## src/core/pieg_pkg.sv

```systemverilog
// package of register map, field positions and reset values for the enable gate
`default_nettype none
package pieg_pkg;

    localparam int ADDR_W = 4;
    localparam int DATA_W = 8;

    localparam logic [ADDR_W-1:0] ENA_A_OFS     = 4'h0;
    localparam logic [ADDR_W-1:0] ENA_B_OFS     = 4'h1;
    localparam logic [ADDR_W-1:0] FLAG_A_OFS    = 4'h2;
    localparam logic [ADDR_W-1:0] FLAG_B_OFS    = 4'h3;
    localparam logic [ADDR_W-1:0] IRQ_STAT_OFS  = 4'h4;
    localparam logic [ADDR_W-1:0] IRQ_MASK_OFS  = 4'h5;

    localparam logic [7:0] ENA_A_RST    = 8'h00;
    localparam logic [7:0] ENA_B_RST    = 8'h00;
    localparam logic [7:0] ENA_B_MASK   = 8'h0f;
    localparam logic [7:0] FLAG_RST     = 8'h00;
    localparam logic [7:0] IRQ_STAT_RST = 8'h00;
    localparam logic [7:0] IRQ_MASK_RST = 8'h00;

    // enable a fields
    localparam int BIT_PARALLEL_PORT = 7;
    localparam int BIT_CONVERTER     = 6;
    localparam int BIT_SERIAL_RX     = 5;
    localparam int BIT_SERIAL_TX     = 4;
    localparam int BIT_SYNC_SERIAL   = 3;
    localparam int BIT_CAPCOMP_ONE   = 2;
    localparam int BIT_PERIOD_MATCH  = 1;
    localparam int BIT_TIMER_ONE     = 0;
    // enable b fields
    localparam int BIT_BUS_COLLISION = 3;
    localparam int BIT_LOW_VOLTAGE   = 2;
    localparam int BIT_TIMER_THREE   = 1;
    localparam int BIT_CAPCOMP_TWO   = 0;

    // status/mask bits of the block's own interrupt
    localparam int STAT_GROUP_A = 0;
    localparam int STAT_GROUP_B = 1;
    localparam logic [7:0] STAT_MASK = 8'h03;

endpackage : pieg_pkg
`default_nettype wire

```

## src/core/pieg_flag_bank.sv

```systemverilog
// one bank of sticky request flags, set by events, cleared by software
`timescale 1ns/1ps
`default_nettype none
module pieg_flag_bank #(
    parameter int          WIDTH    = 8,
    parameter logic [7:0]  RST_VAL  = 8'h00
) (
    input  wire logic             clk,
    input  wire logic             rst,
    input  wire logic [WIDTH-1:0] set_i,
    input  wire logic [WIDTH-1:0] clr_i,
    output logic      [WIDTH-1:0] flags_o
);

    logic [WIDTH-1:0] flags_d;
    logic [WIDTH-1:0] flags_q;

    // set wins over a clear in the same cycle
    always_comb begin
        flags_d = (flags_q & ~clr_i) | set_i;
    end

    always_ff @(posedge clk) begin
        if (rst) begin
            flags_q <= RST_VAL[WIDTH-1:0];
        end else begin
            flags_q <= flags_d;
        end
    end

    assign flags_o = flags_q;

endmodule // pieg_flag_bank
`default_nettype wire

```

## src/core/pieg_gate.sv

```systemverilog
// peripheral interrupt enable gate: enable registers, request flags, gated requests
//
// Design decisions made here: the register offsets and the plain strobed port.
`timescale 1ns/1ps
`default_nettype none
module pieg_gate (
    input  wire logic                        clk,
    input  wire logic                        rst,
    input  wire logic [pieg_pkg::ADDR_W-1:0] addr,
    input  wire logic [pieg_pkg::DATA_W-1:0] wdata,
    input  wire logic                        wr_stb,
    input  wire logic                        rd_stb,
    output logic      [pieg_pkg::DATA_W-1:0] rdata,
    input  wire logic                        parallel_port_rd_evt,
    input  wire logic                        parallel_port_wr_evt,
    input  wire logic [6:0]                  group_a_evt,
    input  wire logic [3:0]                  group_b_evt,
    output logic      [7:0]                  req_a,
    output logic      [3:0]                  req_b,
    output logic                             irq
);
    import pieg_pkg::*;

    ////////////////////////////////////////////////////////////////////////////
    // register state

    logic [7:0] ena_a_d, ena_a_q;
    logic [7:0] ena_b_d, ena_b_q;
    logic [7:0] stat_d, stat_q;
    logic [7:0] mask_d, mask_q;
    logic [7:0] rdata_d, rdata_q;
    logic [7:0] req_a_d, req_a_q;
    logic [3:0] req_b_d, req_b_q;
    logic [7:0] req_a_prev_q;
    logic [3:0] req_b_prev_q;

    logic [7:0] flag_a, set_a, clr_a;
    logic [7:0] flag_b8, set_b, clr_b;
    logic       wr_ena_a, wr_ena_b, wr_flag_a, wr_flag_b, wr_stat, wr_mask;

    assign wr_ena_a  = wr_stb && (addr == ENA_A_OFS);
    assign wr_ena_b  = wr_stb && (addr == ENA_B_OFS);
    assign wr_flag_a = wr_stb && (addr == FLAG_A_OFS);
    assign wr_flag_b = wr_stb && (addr == FLAG_B_OFS);
    assign wr_stat   = wr_stb && (addr == IRQ_STAT_OFS);
    assign wr_mask   = wr_stb && (addr == IRQ_MASK_OFS);

    ////////////////////////////////////////////////////////////////////////////
    // request flags; software clears a flag by writing zero to it

    always_comb begin
        set_a                    = 8'h00;
        set_a[6:0]               = group_a_evt;
        set_a[BIT_PARALLEL_PORT] = parallel_port_rd_evt | parallel_port_wr_evt;
        set_b                    = {4'h0, group_b_evt};
        clr_a                    = wr_flag_a ? ~wdata : 8'h00;
        clr_b                    = wr_flag_b ? ~wdata : 8'h00;
    end

    pieg_flag_bank #(
        .WIDTH   (8),
        .RST_VAL (FLAG_RST)
    ) u_flags_a (
        .clk     (clk),
        .rst     (rst),
        .set_i   (set_a),
        .clr_i   (clr_a),
        .flags_o (flag_a)
    );

    pieg_flag_bank #(
        .WIDTH   (8),
        .RST_VAL (FLAG_RST)
    ) u_flags_b (
        .clk     (clk),
        .rst     (rst),
        .set_i   (set_b & ENA_B_MASK),
        .clr_i   (clr_b),
        .flags_o (flag_b8)
    );

    ////////////////////////////////////////////////////////////////////////////
    // enables, gated requests, block interrupt

    always_comb begin
        ena_a_d = wr_ena_a ? wdata : ena_a_q;
        ena_b_d = wr_ena_b ? (wdata & ENA_B_MASK) : ena_b_q;
        mask_d  = wr_mask ? (wdata & STAT_MASK) : mask_q;
        req_a_d = flag_a & ena_a_q;
        req_a_d[BIT_PARALLEL_PORT] = flag_a[BIT_PARALLEL_PORT]
                                   & ena_a_q[BIT_PARALLEL_PORT];
        req_b_d = flag_b8[3:0] & ena_b_q[3:0];
        req_b_d[BIT_TIMER_THREE] = flag_b8[BIT_TIMER_THREE]
                                 & ena_b_q[BIT_TIMER_THREE];
        req_b_d[BIT_CAPCOMP_TWO] = flag_b8[BIT_CAPCOMP_TWO]
                                 & ena_b_q[BIT_CAPCOMP_TWO];
        stat_d = stat_q & ~(wr_stat ? wdata : 8'h00);
        // set wins over write-one-to-clear
        if ((req_a_q & ~req_a_prev_q) != 8'h00) begin
            stat_d[STAT_GROUP_A] = 1'b1;
        end
        if ((req_b_q & ~req_b_prev_q) != 4'h0) begin
            stat_d[STAT_GROUP_B] = 1'b1;
        end
        case (addr)
            ENA_A_OFS:    rdata_d = ena_a_q;
            ENA_B_OFS:    rdata_d = ena_b_q;
            FLAG_A_OFS:   rdata_d = flag_a;
            FLAG_B_OFS:   rdata_d = flag_b8;
            IRQ_STAT_OFS: rdata_d = stat_q;
            IRQ_MASK_OFS: rdata_d = mask_q;
            default:      rdata_d = 8'h00;
        endcase
        if (!rd_stb) begin
            rdata_d = 8'h00;
        end
    end

    always_ff @(posedge clk) begin
        if (rst) begin
            ena_a_q      <= ENA_A_RST;
            ena_b_q      <= ENA_B_RST;
            stat_q       <= IRQ_STAT_RST;
            mask_q       <= IRQ_MASK_RST;
            rdata_q      <= 8'h00;
            req_a_q      <= 8'h00;
            req_b_q      <= 4'h0;
            req_a_prev_q <= 8'h00;
            req_b_prev_q <= 4'h0;
        end else begin
            ena_a_q      <= ena_a_d;
            ena_b_q      <= ena_b_d;
            stat_q       <= stat_d;
            mask_q       <= mask_d;
            rdata_q      <= rdata_d;
            req_a_q      <= req_a_d;
            req_b_q      <= req_b_d;
            req_a_prev_q <= req_a_q;
            req_b_prev_q <= req_b_q;
        end
    end

    assign rdata = rdata_q;
    assign req_a = req_a_q;
    assign req_b = req_b_q;
    assign irq   = |(stat_q & mask_q);

endmodule // pieg_gate
`default_nettype wire

```

## config.mk

```make
export PLATFORM = sky130hd
export DESIGN_NAME = pieg_gate
export DESIGN_NICKNAME = d
export VERILOG_FILES = /design/src/core/pieg_pkg.sv /design/src/core/pieg_flag_bank.sv /design/src/core/pieg_gate.sv
export SDC_FILE = /design/constraint.sdc
export NUM_CORES = 1
export LEC_CHECK = 0
export BUFFER_PORTS_ARGS = -buffer_cell sky130_fd_sc_hd__buf_4
export CORE_ASPECT_RATIO = 0.5
export CORE_UTILIZATION = 54
export CTS_BUF_LIST = sky130_fd_sc_hd__clkbuf_16
export DETAILED_ROUTE_END_ITERATION = 10
export MAX_ROUTING_LAYER = met4
export PLACE_DENSITY_LB_ADDON = 0.1
export SYNTH_ARGS = -nofsm -noshare
export SYNTH_HDL_FRONTEND = slang
export SYNTH_SLANG_ARGS = --single-unit
```

## constraint.sdc

```tcl
create_clock -name clk -period 1.66 [get_ports clk]
set_clock_uncertainty 0.05 [all_clocks]
set_input_delay 0.166 -clock clk [delete_from_list [all_inputs] [get_ports clk]]
set_output_delay 0.166 -clock clk [all_outputs]
set_load 0.1 [all_outputs]
```

## Yosys cells after proc, flatten, opt, wreduce, memory -nomap -nowiden

Index checks and enable logic that the tools add are counted.

- Register bits after elaboration: 70
- Input bits: 29
- Output and inout bits: 21
- Logic and storage cells: 54

- Eq/ne operators: 5
- Multiplexer cells: 6
- Bitwise operators: 21
- Reduce and logical (&&, ||, !) cells: 11

Operators by type and width:

| kind | count |
|---|---|
| case mux 8 bit (6 select lines) | 1 |
| NOT 8 bit | 5 |
| bitwise AND 8 bit | 4 |
| 2-to-1 mux 8 bit | 3 |
| bitwise AND 4 bit | 2 |
| bitwise AND 8 x 2 -> 8 bit | 1 |
| == test 4 x 2 -> 1 bit, second input constant | 2 |
| == test 4 x 3 -> 1 bit, second input constant | 2 |
| OR 8 x 4 -> 8 bit | 1 |
| OR 8 bit | 1 |
| nonzero test 8 bit | 1 |
| OR reduction 8 bit | 1 |
| bitwise AND 7 bit | 1 |
| logical AND 1 bit | 6 |
| == test 4 x 1 -> 1 bit, second input constant | 1 |
| zero test 4 bit | 1 |
| NOT 4 bit | 1 |
| nonzero test 4 bit | 1 |
| bitwise AND 1 bit | 3 |
| 2-to-1 mux 1 bit | 2 |
| OR reduction 2 bit | 1 |
| NOT 1 bit | 1 |
| OR 1 bit | 1 |

## Logic depth before layout (Yosys ltp)

- Word-level depth: 6
- Depth in mapped cells: 5
- Depth with buffers taken out: 3

## Hierarchy

Synthesis repeated with hierarchy kept, for this count alone.

- Cell total of the unflattened synthesis: 319
- Area, all modules: 3001.6 µm²

Modules (own cells, without submodules):

| module | instances | cells an instance | area each (µm²) | sequential area each (µm²) |
|---|---|---|---|---|
| pieg_gate | 1 | 253 | 2238.4 | 1081.0 |
| pieg_flag_bank | 2 | 33 | 381.6 | 160.2 |

## Worst setup path after synthesis

OpenSTA, ideal clock, no wires.

- Kind: register -> register
- Start: register req_a_q[0] (netlist: req_a[0])
- End: register stat_q[0]
- Setup time: 0.138 ns
- Arrival time: 1.363 ns
- Data required time: 1.472 ns
- Setup slack: 0.109 ns
- Cell stages (with the launch flop): 4
- Buffers on the path: 0
- Period minus slack after synthesis: 1.551 ns
- Cell sequence: dfxtp_1 > nor2b_1 > a2111oi_0 > a31oi_1

- Longest elaborated chain between the ends: 3

RTL lines:

| what | RTL line | text |
|---|---|---|
| start, declared | pieg_gate.sv:32 | `logic [7:0] req_a_d, req_a_q;` |
| start signal, assigned | pieg_gate.sv:136 | `req_a_q <= req_a_d;` |
| bitwise AND 8 bit | pieg_gate.sv:99 | `if ((req_a_q & ~req_a_prev_q) != 8'h00) begin` |
| nonzero test 8 bit | pieg_gate.sv:99 |  |
| 2-to-1 mux 1 bit | pieg_gate.sv:99 |  |
| end signal, assigned | pieg_gate.sv:133 | `stat_q <= stat_d;` |
| end, declared | pieg_gate.sv:29 | `logic [7:0] stat_d, stat_q;` |

Every way passes these cells.
A chain may end at the register's enable or synchronous reset.

## Final worst setup path

- Start: register stat_q[1]
- End: output irq

- Longest elaborated chain between the ends: 2

RTL lines:

| what | RTL line | text |
|---|---|---|
| bitwise AND 8 x 2 -> 8 bit | pieg_gate.sv:146 | `assign irq = \|(stat_q & mask_q);` |
| OR reduction 8 bit | pieg_gate.sv:146 |  |
| end, declared | pieg_gate.sv:20 | `output logic irq` |

Every way passes these cells.

==> parameters.txt <==
Parameter                              Value

STA
  Worst slew slack as a fraction of its limit    0.549
  Final worst hold slack    approximately 29 ps
  Number of failing hold endpoints at the final stage    0
  Number of setup violations in the final report    0
  Min Clock Period, post-route    between 1000 and 1500 ps
  Setup total negative slack    0 ps
  Slew at the pin with the worst max-slew slack    ~680 ps
  F_max    0.714 GHz
  Share of the clock period used by the worst path after layout    0.844
  Final slew viol count    0
  Setup repair after global routing missed its margin    false

Layout
  Layout overhead on the synthesized area    28.0%
  Count of inserted antenna diode cells    0
  Most common cell after layout, fill and taps aside    dfxtp_1
  Number of nets in the layout    363
  Sequential cell area in the final layout    between 1000 and 1500 um2
  Area of the multi-input gates    between 1000 and 1500 um2
  Fill count    about 350
  Most used cells in the layout excluding fill and tap cells    dfxtp_1, buf_4, a21oi_1
  Share of post-route cells with drive strength above 1    0.236

Critical path
  Number of cells traversed by the worst register-to-register path    3
  CP Max Fanout    3
  Worst setup path start    stat_q[1]
  Critical Path AT    approximately 1200 ps
  Critical Path, Cell by Cell    a22o_1, buf_4
  Worst setup SP type    flop
  Logic depth of the worst setup path including buffers    2
  Worst Path Class, Setup    flop to output port
  Standard cell with the maximum stage delay on the critical path    dfxtp_1
  Worst reg2reg path endpoint    stat_q[0]
  Timing endpoint of the critical path    irq
  Data required time of the critical path    1440 ps
  Worst reg-to-reg setup slack    between 300 and 400 ps
  Largest stage delay on the critical path    400 ps
  FF-to-FF Start    req_a[1]
  Kind of capture point of the worst setup path    output port
  Family with the most delay on the worst path    flip-flops
  Buffer and inverter count on the worst path    1

Drt
  Average wire per cell in the routed design    approximately 17 um
  Antenna Violating Nets Remaining    0
  Vias per std cell    about 5.9
  First-pass iteration count of the detailed router    5
  DRC violations left    0
  Wirelength, routed    between 6000 and 7000 um
  Vias    between 2000 and 2500
  1st-iter DRT viols    198

Global route
  Largest net degree at the start of global routing    29
  GR Overflow Total    0
  Vias in the first global route    2254
  Overall Global Routing Usage    0.297
  First-pass GRT wire length    about 11000 um
  Number of antenna violations at the first check in global routing    0

Die
  Total number of placement rows    17
  Die Ht    between 50 and 60 um
  # IOs    50
  Die area    approximately 5300 um2
  Starting density of the core    0.586
  Core region area    around 4600 um2
  Die Span X    between 100 and 150 um

Flow run
  Count of maximum capacitance violations    0

Clocking
  Number of buffers added by the clock tree synthesis step    9
  Latest clock arrival within the worst-skew pair    320 ps
  Post-CTS Setup Repair Bufs    0
  Post-CTS resize count    0
  Library cell used as clock root buffer    clkbuf_16
  Total of hold buffers inserted after clock tree synthesis    0
  CTS Buffer Depth    2
  Clock tree from TritonCTS    yes
  H-Tree Level Count    3
  CTS clk-pin slew, worst paths    60 ps
  CTS Sinks    70

Yosys
  Total of flip-flops plus latches after synthesis    70
  Nets in the synthesized netlist    between 300 and 400
  Fraction of post-synthesis cell area in the top cell type by area    0.523
  Post-synthesis area per instance    between 9 and 10 um2
  Netlist Area Pre-Place    approximately 2700 um2
  Synth Instances    between 200 and 300
  Unique cell type count in the Yosys netlist    32
  Top cells by area in the synthesized netlist    dfxtp_1, a21oi_1, nor2b_1, and3_1, a22oi_1
  Synthesis warning total    0
  Largest area contributor in the netlist    dfxtp_1
  Proportion of synthesized chip area in sequential cells    0.523

Power and ir drop
  Part of the total power dissipated in sequential elements    0.436
  Portion of total power attributed to combinational logic    0.061
  Share of total power in the clock network    0.503
  Total power per unit cell area    between 1000 and 1500 nW/um2
  Max IR drop VDD    0.699 mV
  Internal power    ~3100 uW
  Sw frac    0.216
  Leak    around 0.0014 uW
  Switching Power    roughly 860 uW

Outcome
  Run status    finished, final reports clean

Placed design
  Detailed placement HPWL    roughly 4500 um
  Count of port buffers added during placement    between 40 and 50
  Placer Congestion    around 0.9

Hold path
  Worst min-delay path category    input pin to flop
  Number of stages on the worst hold path    3
## stage by stage
| step | utilization | cell area [um2] | worst slack (ps) | power, uW | cells |
|---|---|---|---|---|---|
| floorplan | - | 2680 | 109 | 1890 | 283 |
| global placement | 0.681 | 3120 | 78.3 | 1990 | 389 |
| detailed placement | 0.681 | 3120 | 6.05 | 2000 | 389 |
| CTS | 0.750 | 3430 | 244 | 3970 | 405 |
| global route | 0.750 | 3430 | 230 | 4060 | 405 |
| finish | 0.750 | 3430 | 259 | 3960 | 405 |
## layout make-up
type	count	area share
sequential	70	0.409
multi-input combinational	178	0.328
timing repair buffer	60	0.131
clock buffer	9	0.0657
clock inverter	7	0.0259
tap	66	0.0241
inverter	15	0.0164
## worst min path at each step
stage                         from                   end  slack [ps]
detailed placement  group_a_evt[3]  u_flags_a.flags_o[3]         370
finish              group_a_evt[3]  u_flags_a.flags_o[3]          30
global route        group_a_evt[2]  u_flags_a.flags_o[2]          40
CTS                 group_a_evt[3]  u_flags_a.flags_o[3]          30
floorplan           group_a_evt[0]  u_flags_a.flags_o[0]         250
global placement    group_a_evt[5]  u_flags_a.flags_o[5]         350
## kinds of logic after synthesis
kind of cell,count (synthesis),synth area share
AOI/OAI and AO/OA,85,0.201
buffers and inverters,35,0.0570
DFF,70,0.523
muxes,2,0.00794
and+or+nand+nor,91,0.211
## state kept, by name (all words and copies together), names as in the netlist
| signal | cells |
|---|---|
| ena_a_q | 8 |
| rdata | 8 |
| req_a | 8 |
| req_a_prev_q | 8 |
| stat_q | 8 |
| u_flags_a.flags_o | 8 |
| u_flags_b.flags_o | 8 |
| ena_b_q | 4 |
| req_b | 4 |
| req_b_prev_q | 4 |
| mask_q | 2 |
## worst register-to-register path, stage by stage (launching register included)
cell       delay (ps)
dfxtp_1           320
nor2b_1           130
a2111oi_0         560
a31oi_1           150
## Yosys cell counts (all sizes together)
master,instances
mux2i,1
a31oi,6
inv,15
nor3b,2
a22oi,14
nand2,7
or4b,3
o31ai,10
clkbuf,14
dfxtp,70
or3b,1
a211oi,4
and3,19
buf,6
nor4b,3
nor4,1
a22o,1
nand3,19
nor2,11
mux2,1
nor4bb,1
o21ai,15
a2bb2oi,1
or4,1
o211a,4
or3,2
a2111oi,2
and2,1
nor2b,20
a21oi,28
## power groups by stage
stage | clock (uW) | combinational (uW) | sequential, uW
final | 1990 | 242 | 1730
after global routing | 2070 | 262 | 1730
after CTS | 2010 | 237 | 1730
after detailed placement | 0 | 234 | 1760
after global placement | 0 | 226 | 1760
after floorplan | 0 | 119 | 1770
## layer usage
metal | wire length (um) | part of all wire | up-vias | GRT usage
met5 | 0 | 0 | - | -
met4 | 176 | 0.025 | 0 | 0.126
met3 | 562 | 0.081 | 22 | 0.0833
met2 | 3210 | 0.47 | 110 | 0.474
met1 | 2960 | 0.43 | 1120 | 0.359
li1 | - | - | 1118 | -
(Power assumes the default switching activity.)
